[src/shared/ogm_map.svh]
`ifndef OGM_MAP_SVH
`define OGM_MAP_SVH

// Register indices; byte address is four times the index
`define OGM_IDX_LEFT_HEADPHONE_GAIN_MUTE 8'h10
`define OGM_IDX_RIGHT_HEADPHONE_GAIN_MUTE 8'h11
`define OGM_IDX_LEFT_LINEOUT_GAIN_MUTE 8'h12
`define OGM_IDX_RIGHT_LINEOUT_GAIN_MUTE 8'h13

// Field positions inside each driver register
`define OGM_RESERVED_BIT 7
`define OGM_MUTE_BIT 6
`define OGM_GAIN_MSB 5
`define OGM_GAIN_LSB 0

// Reset values
`define OGM_MUTE_RESET 1'h1
`define OGM_GAIN_RESET 6'h00

// Gain codes
`define OGM_GAIN_MINUS6DB 6'h3A
`define OGM_GAIN_RSV_NEG_LO 6'h20
`define OGM_GAIN_RSV_NEG_HI 6'h39
`define OGM_GAIN_RSV_POS_LO 6'h1E
`define OGM_GAIN_RSV_POS_HI 6'h1F

`endif

[src/shared/ogm_pkg.sv]
package ogm_pkg;

	localparam int OGM_DRIVERS = 4;
	localparam int OGM_HEADPHONES = 2;

	typedef logic [5:0] ogm_gain_t;

	typedef struct packed {
		logic [OGM_DRIVERS-1:0] mute;
		logic [OGM_DRIVERS-1:0][5:0] gain;
		logic ack;
		logic [31:0] readdata;
		logic [OGM_HEADPHONES-1:0] sync1;
		logic [OGM_HEADPHONES-1:0] sync2;
		logic [OGM_HEADPHONES-1:0] sync3;
		logic [OGM_HEADPHONES-1:0] class_d;
		logic [OGM_DRIVERS-1:0] drv_mute;
		logic [OGM_DRIVERS-1:0][5:0] drv_gain;
		logic [OGM_DRIVERS-1:0] drv_gain_valid;
	} ogm_state_t;

endpackage : ogm_pkg

[src/hw/ogm_regs.sv]
// Notes on behaviour
// RULE1 - Top bit reserved, reads zero, ignored on write
// RULE2 - Mute bit set silences driver, resets set
// RULE3 - Six-bit two's-complement gain, 1 dB steps, resets 0
// RULE4 - Software avoids reserved gain codes
// RULE5 - Headphone mute ignored at the -6 dB code
// RULE6 - Headphone gain undefined in Class-D mode
// RULE7 - Reads return last written mute and gain
`timescale 1ns/100ps
`default_nettype none
`include "ogm_map.svh"

module ogm_regs (
	input wire logic clock_i,
	input wire logic reset_i,
	input wire logic [7:0] address_i,
	input wire logic read_i,
	input wire logic write_i,
	input wire logic [31:0] writedata_i,
	input wire logic [3:0] byteenable_i,
	output logic [31:0] readdata_o,
	output logic waitrequest_o,
	input wire logic [ogm_pkg::OGM_HEADPHONES-1:0] class_d_i,
	output logic [ogm_pkg::OGM_DRIVERS-1:0] drv_mute_o,
	output logic [ogm_pkg::OGM_DRIVERS-1:0][5:0] drv_gain_o,
	output logic [ogm_pkg::OGM_DRIVERS-1:0] drv_gain_valid_o
);
	import ogm_pkg::*;

	ogm_state_t state;
	ogm_state_t next_state;

	// Byte address of a register index; indices count words
	function automatic logic [7:0] reg_address(input logic [7:0] idx);
		return 8'(idx << 2);
	endfunction : reg_address

	// Driver number of a byte address, or 4 when no driver register is hit
	function automatic logic [2:0] decode(input logic [7:0] addr);
		logic [2:0] hit;
		hit = 3'h4;
		if (addr == reg_address(`OGM_IDX_LEFT_HEADPHONE_GAIN_MUTE)) begin
			hit = 3'h0;
		end else if (addr == reg_address(`OGM_IDX_RIGHT_HEADPHONE_GAIN_MUTE)) begin
			hit = 3'h1;
		end else if (addr == reg_address(`OGM_IDX_LEFT_LINEOUT_GAIN_MUTE)) begin
			hit = 3'h2;
		end else if (addr == reg_address(`OGM_IDX_RIGHT_LINEOUT_GAIN_MUTE)) begin
			hit = 3'h3;
		end
		return hit;
	endfunction : decode

	function automatic logic gain_reserved(input ogm_gain_t g);
		return ((g >= `OGM_GAIN_RSV_NEG_LO) && (g <= `OGM_GAIN_RSV_NEG_HI)) ||
			((g >= `OGM_GAIN_RSV_POS_LO) && (g <= `OGM_GAIN_RSV_POS_HI)); // RULE4
	endfunction : gain_reserved

	// Headphone drivers occupy the low indices
	function automatic logic is_headphone(input int idx);
		logic hp;
		hp = 1'b0;
		if (idx < OGM_HEADPHONES) begin
			hp = 1'b1;
		end
		return hp;
	endfunction : is_headphone

	// Register image as software sees it
	function automatic logic [7:0] pack_register(input logic mute, input ogm_gain_t gain);
		logic [7:0] image;
		image = 8'h00;
		image[`OGM_RESERVED_BIT] = 1'b0; // RULE1
		image[`OGM_MUTE_BIT] = mute; // RULE7
		image[`OGM_GAIN_MSB:`OGM_GAIN_LSB] = gain; // RULE7
		return image;
	endfunction : pack_register

	// Mute as the driver obeys it; headphones cannot be muted at the -6 dB code
	function automatic logic effective_mute(input int idx, input logic mute, input ogm_gain_t gain);
		logic result;
		result = mute; // RULE2
		if (is_headphone(idx)) begin
			if (gain == `OGM_GAIN_MINUS6DB) begin
				result = 1'b0; // RULE5
			end
		end
		return result;
	endfunction : effective_mute

	// Gain code is meaningful only outside the reserved ranges and, for headphones, out of Class-D
	function automatic logic gain_valid(input int idx, input ogm_gain_t gain, input logic class_d);
		logic result;
		result = !gain_reserved(gain);
		if (is_headphone(idx)) begin
			if (class_d) begin
				result = 1'b0; // RULE6
			end
		end
		return result;
	endfunction : gain_valid

	// Byte-lane-0 write that hits a driver register
	function automatic logic write_hits(input logic wr, input logic [3:0] lanes, input logic [2:0] sel);
		logic hit;
		hit = wr && lanes[0];
		if (sel[2] != 1'b0) begin
			hit = 1'b0;
		end
		return hit;
	endfunction : write_hits

	// Driver registers sit in the low byte lane; upper lanes read zero
	function automatic logic [31:0] read_word(input logic [7:0] image);
		return {24'h000000, image};
	endfunction : read_word

	// Pin level accepted once the second and third stages agree
	function automatic logic [OGM_HEADPHONES-1:0] settle(
		input logic [OGM_HEADPHONES-1:0] held,
		input logic [OGM_HEADPHONES-1:0] stage2,
		input logic [OGM_HEADPHONES-1:0] stage3
	);
		logic [OGM_HEADPHONES-1:0] result;
		result = held;
		for (int i = 0; i < OGM_HEADPHONES; i++) begin
			if (stage2[i] == stage3[i]) begin
				result[i] = stage3[i];
			end
		end
		return result;
	endfunction : settle

	// Contents after reset: every driver muted at 0 dB, bus idle
	function automatic ogm_state_t reset_image();
		ogm_state_t img;
		img = '0;
		img.ack = 1'b0;
		img.readdata = 32'h00000000;
		img.sync1 = '0;
		img.sync2 = '0;
		img.sync3 = '0;
		img.class_d = '0;
		img.mute = {OGM_DRIVERS{`OGM_MUTE_RESET}}; // RULE2
		img.drv_mute = {OGM_DRIVERS{`OGM_MUTE_RESET}};
		img.drv_gain_valid = '1;
		for (int i = 0; i < OGM_DRIVERS; i++) begin
			img.gain[i] = `OGM_GAIN_RESET; // RULE3
			img.drv_gain[i] = `OGM_GAIN_RESET;
		end
		return img;
	endfunction : reset_image

	always_comb begin
		logic [2:0] sel;
		logic [7:0] rbyte;
		logic write_now;
		logic cd;
		sel = decode(address_i);
		rbyte = 8'h00;
		write_now = 1'b0;
		cd = 1'b0;
		next_state = state;

		// Pin synchroniser; class_d follows once stages two and three agree
		next_state.sync1 = class_d_i;
		next_state.sync2 = state.sync1;
		next_state.sync3 = state.sync2;
		next_state.class_d = settle(state.class_d, state.sync2, state.sync3);

		// Image of the addressed driver register, zero when unmapped
		if (sel[2] == 1'b0) begin
			rbyte = pack_register(state.mute[sel[1:0]], state.gain[sel[1:0]]); // RULE1 RULE7
		end else begin
			rbyte = 8'h00;
		end

		// One wait cycle, then answer; a write lands at the released edge
		if ((read_i || write_i) && !state.ack) begin
			next_state.ack = 1'b1;
			next_state.readdata = read_word(rbyte);
		end else if (state.ack) begin
			next_state.ack = 1'b0;
			write_now = write_hits(write_i, byteenable_i, sel);
		end

		// Reserved top bit is not stored
		if (write_now) begin
			next_state.mute[sel[1:0]] = writedata_i[`OGM_MUTE_BIT]; // RULE2
			next_state.gain[sel[1:0]] = writedata_i[`OGM_GAIN_MSB:`OGM_GAIN_LSB]; // RULE3
		end

		// Driver outputs follow the stored fields at the same edge as a write
		for (int i = 0; i < OGM_DRIVERS; i++) begin
			cd = 1'b0;
			if (i < OGM_HEADPHONES) begin
				cd = next_state.class_d[i];
			end
			next_state.drv_gain[i] = next_state.gain[i]; // RULE3
			next_state.drv_mute[i] = effective_mute(i, next_state.mute[i],
				next_state.gain[i]); // RULE5
			next_state.drv_gain_valid[i] = gain_valid(i, next_state.gain[i],
				cd); // RULE6
		end

		if (reset_i) begin
			next_state = reset_image(); // RULE2 RULE3
		end
	end

	always_ff @(posedge clock_i) begin
		state <= next_state;
	end

	assign readdata_o = state.readdata;
	assign waitrequest_o = !state.ack;
	assign drv_mute_o = state.drv_mute;
	assign drv_gain_o = state.drv_gain;
	assign drv_gain_valid_o = state.drv_gain_valid;

endmodule : ogm_regs
`default_nettype wire

[config.mk]
export PLATFORM = sky130hd
export DESIGN_NAME = ogm_regs
export DESIGN_NICKNAME = d
export VERILOG_FILES = /design/src/shared/ogm_pkg.sv /design/src/hw/ogm_regs.sv
export VERILOG_INCLUDE_DIRS = /design/src /design/src/shared
export SDC_FILE = /design/constraint.sdc
export NUM_CORES = 1
export LEC_CHECK = 0
export BUFFER_PORTS_ARGS = -buffer_cell sky130_fd_sc_hd__buf_2
export CAP_MARGIN = 20
export CORE_AREA = 2 2 79 81
export DETAILED_ROUTE_END_ITERATION = 12
export DIE_AREA = 0 0 81 83
export GPL_TIMING_DRIVEN = 0
export PLACE_DENSITY = 0.84
export SYNTH_ARGS = -nofsm -noshare
export SYNTH_HDL_FRONTEND = slang
export SYNTH_SLANG_ARGS = --single-unit
[constraint.sdc]
create_clock -name clock_i -period 5.7 [get_ports clock_i]
set_input_delay 0 -clock clock_i [delete_from_list [all_inputs] [get_ports clock_i]]
set_output_delay 0 -clock clock_i [all_outputs]
set_load 0.005 [all_outputs]
* Word-level counts from Yosys, hierarchy flattened *
Index checks and enable logic that the tools add are counted.

storage, ports and cells
  bits in registers = 53
  bits of input ports = 50
  output and inout port bits = 65
  word-level logic and storage cells = 86

cells by class
  magnitude comparators = 18
  equality and inequality tests = 8
  multiplexer cells = 26
  reduce and logical (&&, ||, !) cells = 21

operators by type and width
  cell                                                            number
  == test 8 x 7 -> 1 bit, second input constant                   4
  two-way mux 28 bit                                              1
  bitwise mux 24 bit                                              1
  >= comparator 6 x 5 -> 1 bit, second input constant             4
  >= comparator 6 bit, second input constant                      4
  less-or-equal comparator 6 x 5 -> 1 bit, second input constant  4
  less-or-equal comparator 6 bit, second input constant           4
  binary-select mux 6 bit (select 2 bit)                          1
  demux 6 bit (select 2 bit)                                      1
  == test 6 bit, second input constant                            2
  two-way mux 1 bit                                               12
  two-way mux 3 bit                                               4
  two-way mux 6 bit                                               2
  logical AND 1 bit                                               11
  two-way mux 7 bit                                               1
  zero test 1 bit                                                 5
  logical OR 1 bit                                                5
  bitwise mux 4 bit                                               1
  less-than comparator 2 x 3 -> 1 bit, second input constant      1
  binary-select mux 1 bit (select 2 bit)                          1
  demux 1 bit (select 2 bit)                                      1
  == test 1 bit                                                   2
  >= comparator 2 x 1 -> 1 bit, second input constant             1

* Logic depth before layout (Yosys ltp) *
  depth in word-level cells = 16
  depth in mapped cells = 6
  gate-level depth less buffers = 4

* Least setup slack after synthesis *
OpenSTA, ideal clock, no wires.

  kind = input-to-reg
  from = input port address_i[7]
  to = register state (netlist bit drv_mute_o[0])
  library setup time = 0.122 ns
  data arrival time = 1.788 ns
  required time = 5.578 ns
  path slack = 3.789 ns
  stages = 6
  path buffers = 2
  cells stage by stage = or4b_1 > buf_2 > or4b_4 > buf_6 > and3_1 > a311o_1

on the way
  cells in the longest elaborated chain, start to end = 13
  elaborated cells between the ends (all ways) = 23
  those cells by class = order compare: 2; eq/ne: 5; mux: 15; reduce/logical: 1

RTL lines
  item                                                                                        RTL line                          source
  start, declared                                                                             ogm_regs.sv:16                    input wire logic [7:0] address_i,
  == test 8 x 7 -> 1 bit                                                                      ogm_regs.sv:48                    end else if (addr == reg_address(`OGM_IDX_RIGHT_LINEOUT_GAIN_MUTE)) begin
  two-way mux 3 bit                                                                           ogm_regs.sv:48
  two-way mux 3 bit                                                                           ogm_regs.sv:46                    end else if (addr == reg_address(`OGM_IDX_LEFT_LINEOUT_GAIN_MUTE)) begin
  two-way mux 3 bit                                                                           ogm_regs.sv:44                    end else if (addr == reg_address(`OGM_IDX_RIGHT_HEADPHONE_GAIN_MUTE)) begin
  two-way mux 3 bit (*)                                                                       ogm_regs.sv:42                    if (addr == reg_address(`OGM_IDX_LEFT_HEADPHONE_GAIN_MUTE)) begin
  less-than comparator 2 x 3 -> 1 bit / >= comparator 2 x 1 -> 1 bit (equally long branches)  ogm_regs.sv:189, ogm_regs.sv:190
  logical AND 1 bit                                                                           ogm_regs.sv:189, ogm_regs.sv:190
  two-way mux 6 bit                                                                           ogm_regs.sv:190                   next_state.gain[sel[1:0]] = writedata_i[`OGM_GAIN_MSB:`OGM_GAIN_LSB];
  demux 6 bit (select 2 bit)                                                                  ogm_regs.sv:190
  bitwise mux 24 bit                                                                          ogm_regs.sv:190
  two-way mux 28 bit (*)                                                                      ogm_regs.sv:188                   if (write_now) begin
  == test 6 bit (no line)                                                                     -
  two-way mux 1 bit (*)                                                                       ogm_regs.sv:84                    if (gain == `OGM_GAIN_MINUS6DB) begin
  end signal, assigned                                                                        ogm_regs.sv:212                   state <= next_state;
  end, declared                                                                               ogm_regs.sv:30                    ogm_state_t state;

Every way passes the cells marked *; elsewhere a longest branch is shown, timed or not.
A chain may end at the register's enable or synchronous reset.

* Final worst setup path *
  from = register state[72] (netlist bit)
  to = register state (netlist bit drv_mute_o[0])

on the way
  cells in the longest elaborated chain, start to end = 6
  elaborated cells between the ends (all ways) = 7
  those cells by class = eq/ne: 1; mux: 4; reduce/logical: 2

RTL lines
  item                     RTL line         source
  zero test 1 bit          ogm_regs.sv:179  if ((read_i || write_i) && !state.ack) begin
  logical AND 1 bit        ogm_regs.sv:179
  two-way mux 1 bit (*)    ogm_regs.sv:179
  two-way mux 28 bit (*)   ogm_regs.sv:188
  == test 6 bit (no line)  -
  two-way mux 1 bit (*)    ogm_regs.sv:84

Marks and branches as above.

==> flow_metrics.py <==
metrics = {
    "status": {
        "status": "completed",
    },
    "layout": {
        "final_area_um2": 3217,
        "syn_to_final_growth_pct": 24.02,
        "layoutNonFillerInstCount": 441,
        "drive_gt1_share_pct": 40.16,
        "fin_util_pct": 55.31,
        "antenna_cells": 0,
        "fillCellCount": 553,
        "final_nets": 415,
    },
    "synthesis": {
        "seq_area_frac_synth_pct": 38.59,
        "async_flop_share_pct": 0,
        "synth.top_cell.area_share_pct": 38.59,
        "synth-main-ff-cell": "dfxtp_1",
        "synth_seq_cells": 50,
        "netlist_top_cells_area": "dfxtp_1 39%, buf_4 19%, mux2i_1 11%",
        "synth_area_per_cell_um2": 9.571,
        "yosysTopAreaCell": "dfxtp_1",
        "syn-instance-count": 271,
        "yosys-top-cells-count": "64 x buf_4, 50 x dfxtp_1, 38 x nor2_1",
        "synth.distinct_cells": 35,
        "synth_edf_count": 0,
        "ys.warnings.count": 0,
        "yosysMostFrequentCell": "buf_4",
        "syn_area_um2": 2594,
    },
    "critical_path": {
        "reg2reg_slack_ns": 3.87,
        "crit_chain": "nand3_1 -> or4b_4 -> buf_6 -> and3_1 -> a311o_1",
        "worstPathRequired_ns": 5.89,
        "cp-end-kind": "flop",
        "max_stage_delay_ns": 0.52,
        "path_buf_inv": 1,
        "cpMaxStageDelayCell": "or4b_4",
        "worstSetupStartpointType": "flop",
        "worstSetupPathType": "flop to flop",
        "cp_top_family": "simple AND/OR/NAND/NOR gates",
        "path_max_fanout": 10,
        "cp.arrival_ns": 2.03,
    },
    "route": {
        "antenna_left": 0,
        "drt_iter0_markers": 125,
        "viasPerCell": 4.778,
        "vias": 2107,
        "drtPass1Iterations": 5,
        "wl_per_cell_um": 12.77,
        "wl_um": 5632,
        "drc": 0,
    },
    "place": {
        "placedCellCount": 430,
        "dpl.hpwl_um": 4322,
        "place_ws_ns": 3.614,
        "io_buffers": 60,
        "globalplace.congestion": 0.8556,
        "place_area_um2": 3078,
    },
    "power_and_ir_drop": {
        "p_leak_uw": 0.001503,
        "power_frac_comb_pct": 8.1,
        "vdd_drop_max_v": 0.0001080,
        "power_density_nw_per_um2": 202.1,
        "clkPwrFrac_pct": 37.6,
        "internal_power_uw": 505.5,
        "p_sw_uw": 144.5,
        "seq_power_share_pct": 54.2,
        "switching_share_pct": 22.23,
    },
    "floorplanning": {
        "dieArea_um2": 6723,
        "coreArea_um2": 5816,
        "fp.dieW_um": 81,
        "start_util_pct": 44.60,
        "pin_count": 115,
        "die_h_um": 83,
        "rows": 28,
    },
    "global_route": {
        "grt_pass1_wl_um": 8990,
        "grt_max_degree": 16,
        "antenna_found_initial": 0,
        "grt.total_usage_pct": 16.90,
        "overflow": 0,
        "grt_pass1_vias": 1873,
    },
    "clocking": {
        "h-tree-depth": 2,
        "clk_pin_slew_ns": 0.09,
        "cts_buffer_depth": 2,
        "clock_sinks": 50,
        "post_cts.repair.setup_buffers": 0,
        "cts_buffers": 5,
        "insertion_delay_ns": 0.31,
        "cts_resized": 0,
        "cts_tree": "yes",
        "cts_root_buffer": "clkbuf_8",
        "cts_hold_buf": 3,
    },
    "timing": {
        "period_share_pct": 32.15,
        "tns_ns": 0,
        "period_needed_ns": 1.833,
        "slew-limit-headroom_pct": 41.60,
        "rsz0062_at_grt": "false",
        "tightest_slew_ns": 0.8694,
        "setup_violations": 0,
        "final-hold-violation-count": 0,
        "fin_ws_ns": 3.867,
        "fin_worst_skew_ns": 0.01126,
        "slew_violations": 0,
        "fmax_mhz": 545.7,
    },
    "worst_hold_path": {
        "hold_path_class": "input port to flop",
    },
    "job": {
        "drv_cap": 0,
    },
}
==> power by group through the flow <==
| stage | combinational [uW] | sequential (uW) | clock, uW |
|---|---|---|---|
| after floorplan | 34.4 | 360 | 0 |
| after global placement | 49.9 | 361 | 0 |
| after detailed placement | 50.7 | 361 | 0 |
| after CTS | 52.5 | 353 | 249 |
| after global routing | 58.8 | 353 | 265 |
| final | 53.0 | 352 | 245 |
==> state kept, by name, summed over array words and instances (netlist names) <==
signal	cells
drv_gain_o	24
state	13
drv_gain_valid_o	4
drv_mute_o	2
readdata_o	7
==> kinds of logic (layout without fill, tap and decap cells) <==
| family | count (synthesis) | after routing | synth area share, % |
|---|---|---|---|
| AOI/OAI and AO/OA | 31 | 31 | 8.635 |
| buffers and inverters | 79 | 150 | 21.13 |
| DFF | 50 | 50 | 38.59 |
| muxes | 35 | 35 | 16.88 |
| other | 1 | 25 | 0.1446 |
| and+or+nand+nor | 75 | 75 | 14.62 |
==> path summary, 6_finish.rpt <==
path              cells after the start            from             to
setup / recovery                      5       state[72]  drv_mute_o[0]
hold / removal                        3  writedata_i[0]  drv_gain_o[0]
setup reg to reg                      5       state[72]  drv_mute_o[0]
hold reg to reg                       1       state[38]      state[36]
==> per-layer routing <==
metal / GRT usage [%] / vias to the layer above / part of all wire [%]
met5: 0 / - / 0
met4: 4.006 / 0 / 0.60
met3: 3.804 / 3 / 9.9
met2: 27.57 / 102 / 48
met1: 22.57 / 971 / 42
li1: - / 1031 / -
==> per-stage QoR <==
step	power (uW)	hold slack [ns]
5_1_grt	677.1	0.03098
3_3_place_gp	410.5	0.2143
3_5_place_dp	411.5	0.2242
4_1_cts	654.0	0.01542
2_1_floorplan	394.8	0.1179
6_report	650.1	0.02120
==> worst register-to-register path: stages (launching register included) <==
cell and delay [ns]:
dfxtp_1 0.37, nand3_1 0.17, or4b_4 0.52, buf_6 0.17, and3_1 0.18, a311o_1 0.31
==> area by class of cell <==
cell class,instances,area [um^2],area share [%]
Multi-Input combinational cell,166,1135,35.28
Sequential cell,50,1001,31.12
Buffer,76,536.8,16.69
Timing Repair Buffer,63,330.3,10.27
Tap cell,75,93.84,2.917
Clock buffer,5,68.82,2.139
Clock inverter,3,40.04,1.245
Inverter,3,11.26,0.3501
==> cells in the final DEF, fill, tap and decap left out, types with 2 or more instances in the layout <==
cell type | netlist | final
a211o_1 | 4 | 4
a21oi_1 | 4 | 4
a22oi_1 | 8 | 8
a2bb2oi_1 | 2 | 2
and3_1 | 2 | 2
buf_1 | 2 | 2
buf_2 | 3 | 63
buf_4 | 64 | 64
clkbuf_1 | 6 | 6
clkbuf_8 | 0 | 5
clkinv_2 | 0 | 2
conb_1 | 1 | 25
dfxtp_1 | 50 | 50
dlygate4sd3_1 | 0 | 3
inv_1 | 3 | 3
mux2i_1 | 28 | 28
mux4_2 | 7 | 7
nand2_1 | 7 | 7
nand2b_1 | 3 | 3
nand3_1 | 3 | 3
nand4_1 | 3 | 3
nor2_1 | 38 | 38
nor2b_1 | 8 | 8
nor3_1 | 3 | 3
nor4_1 | 2 | 2
o211ai_1 | 6 | 6
o21ai_0 | 3 | 3
Note: power is estimated with default switching activity, not from simulation.
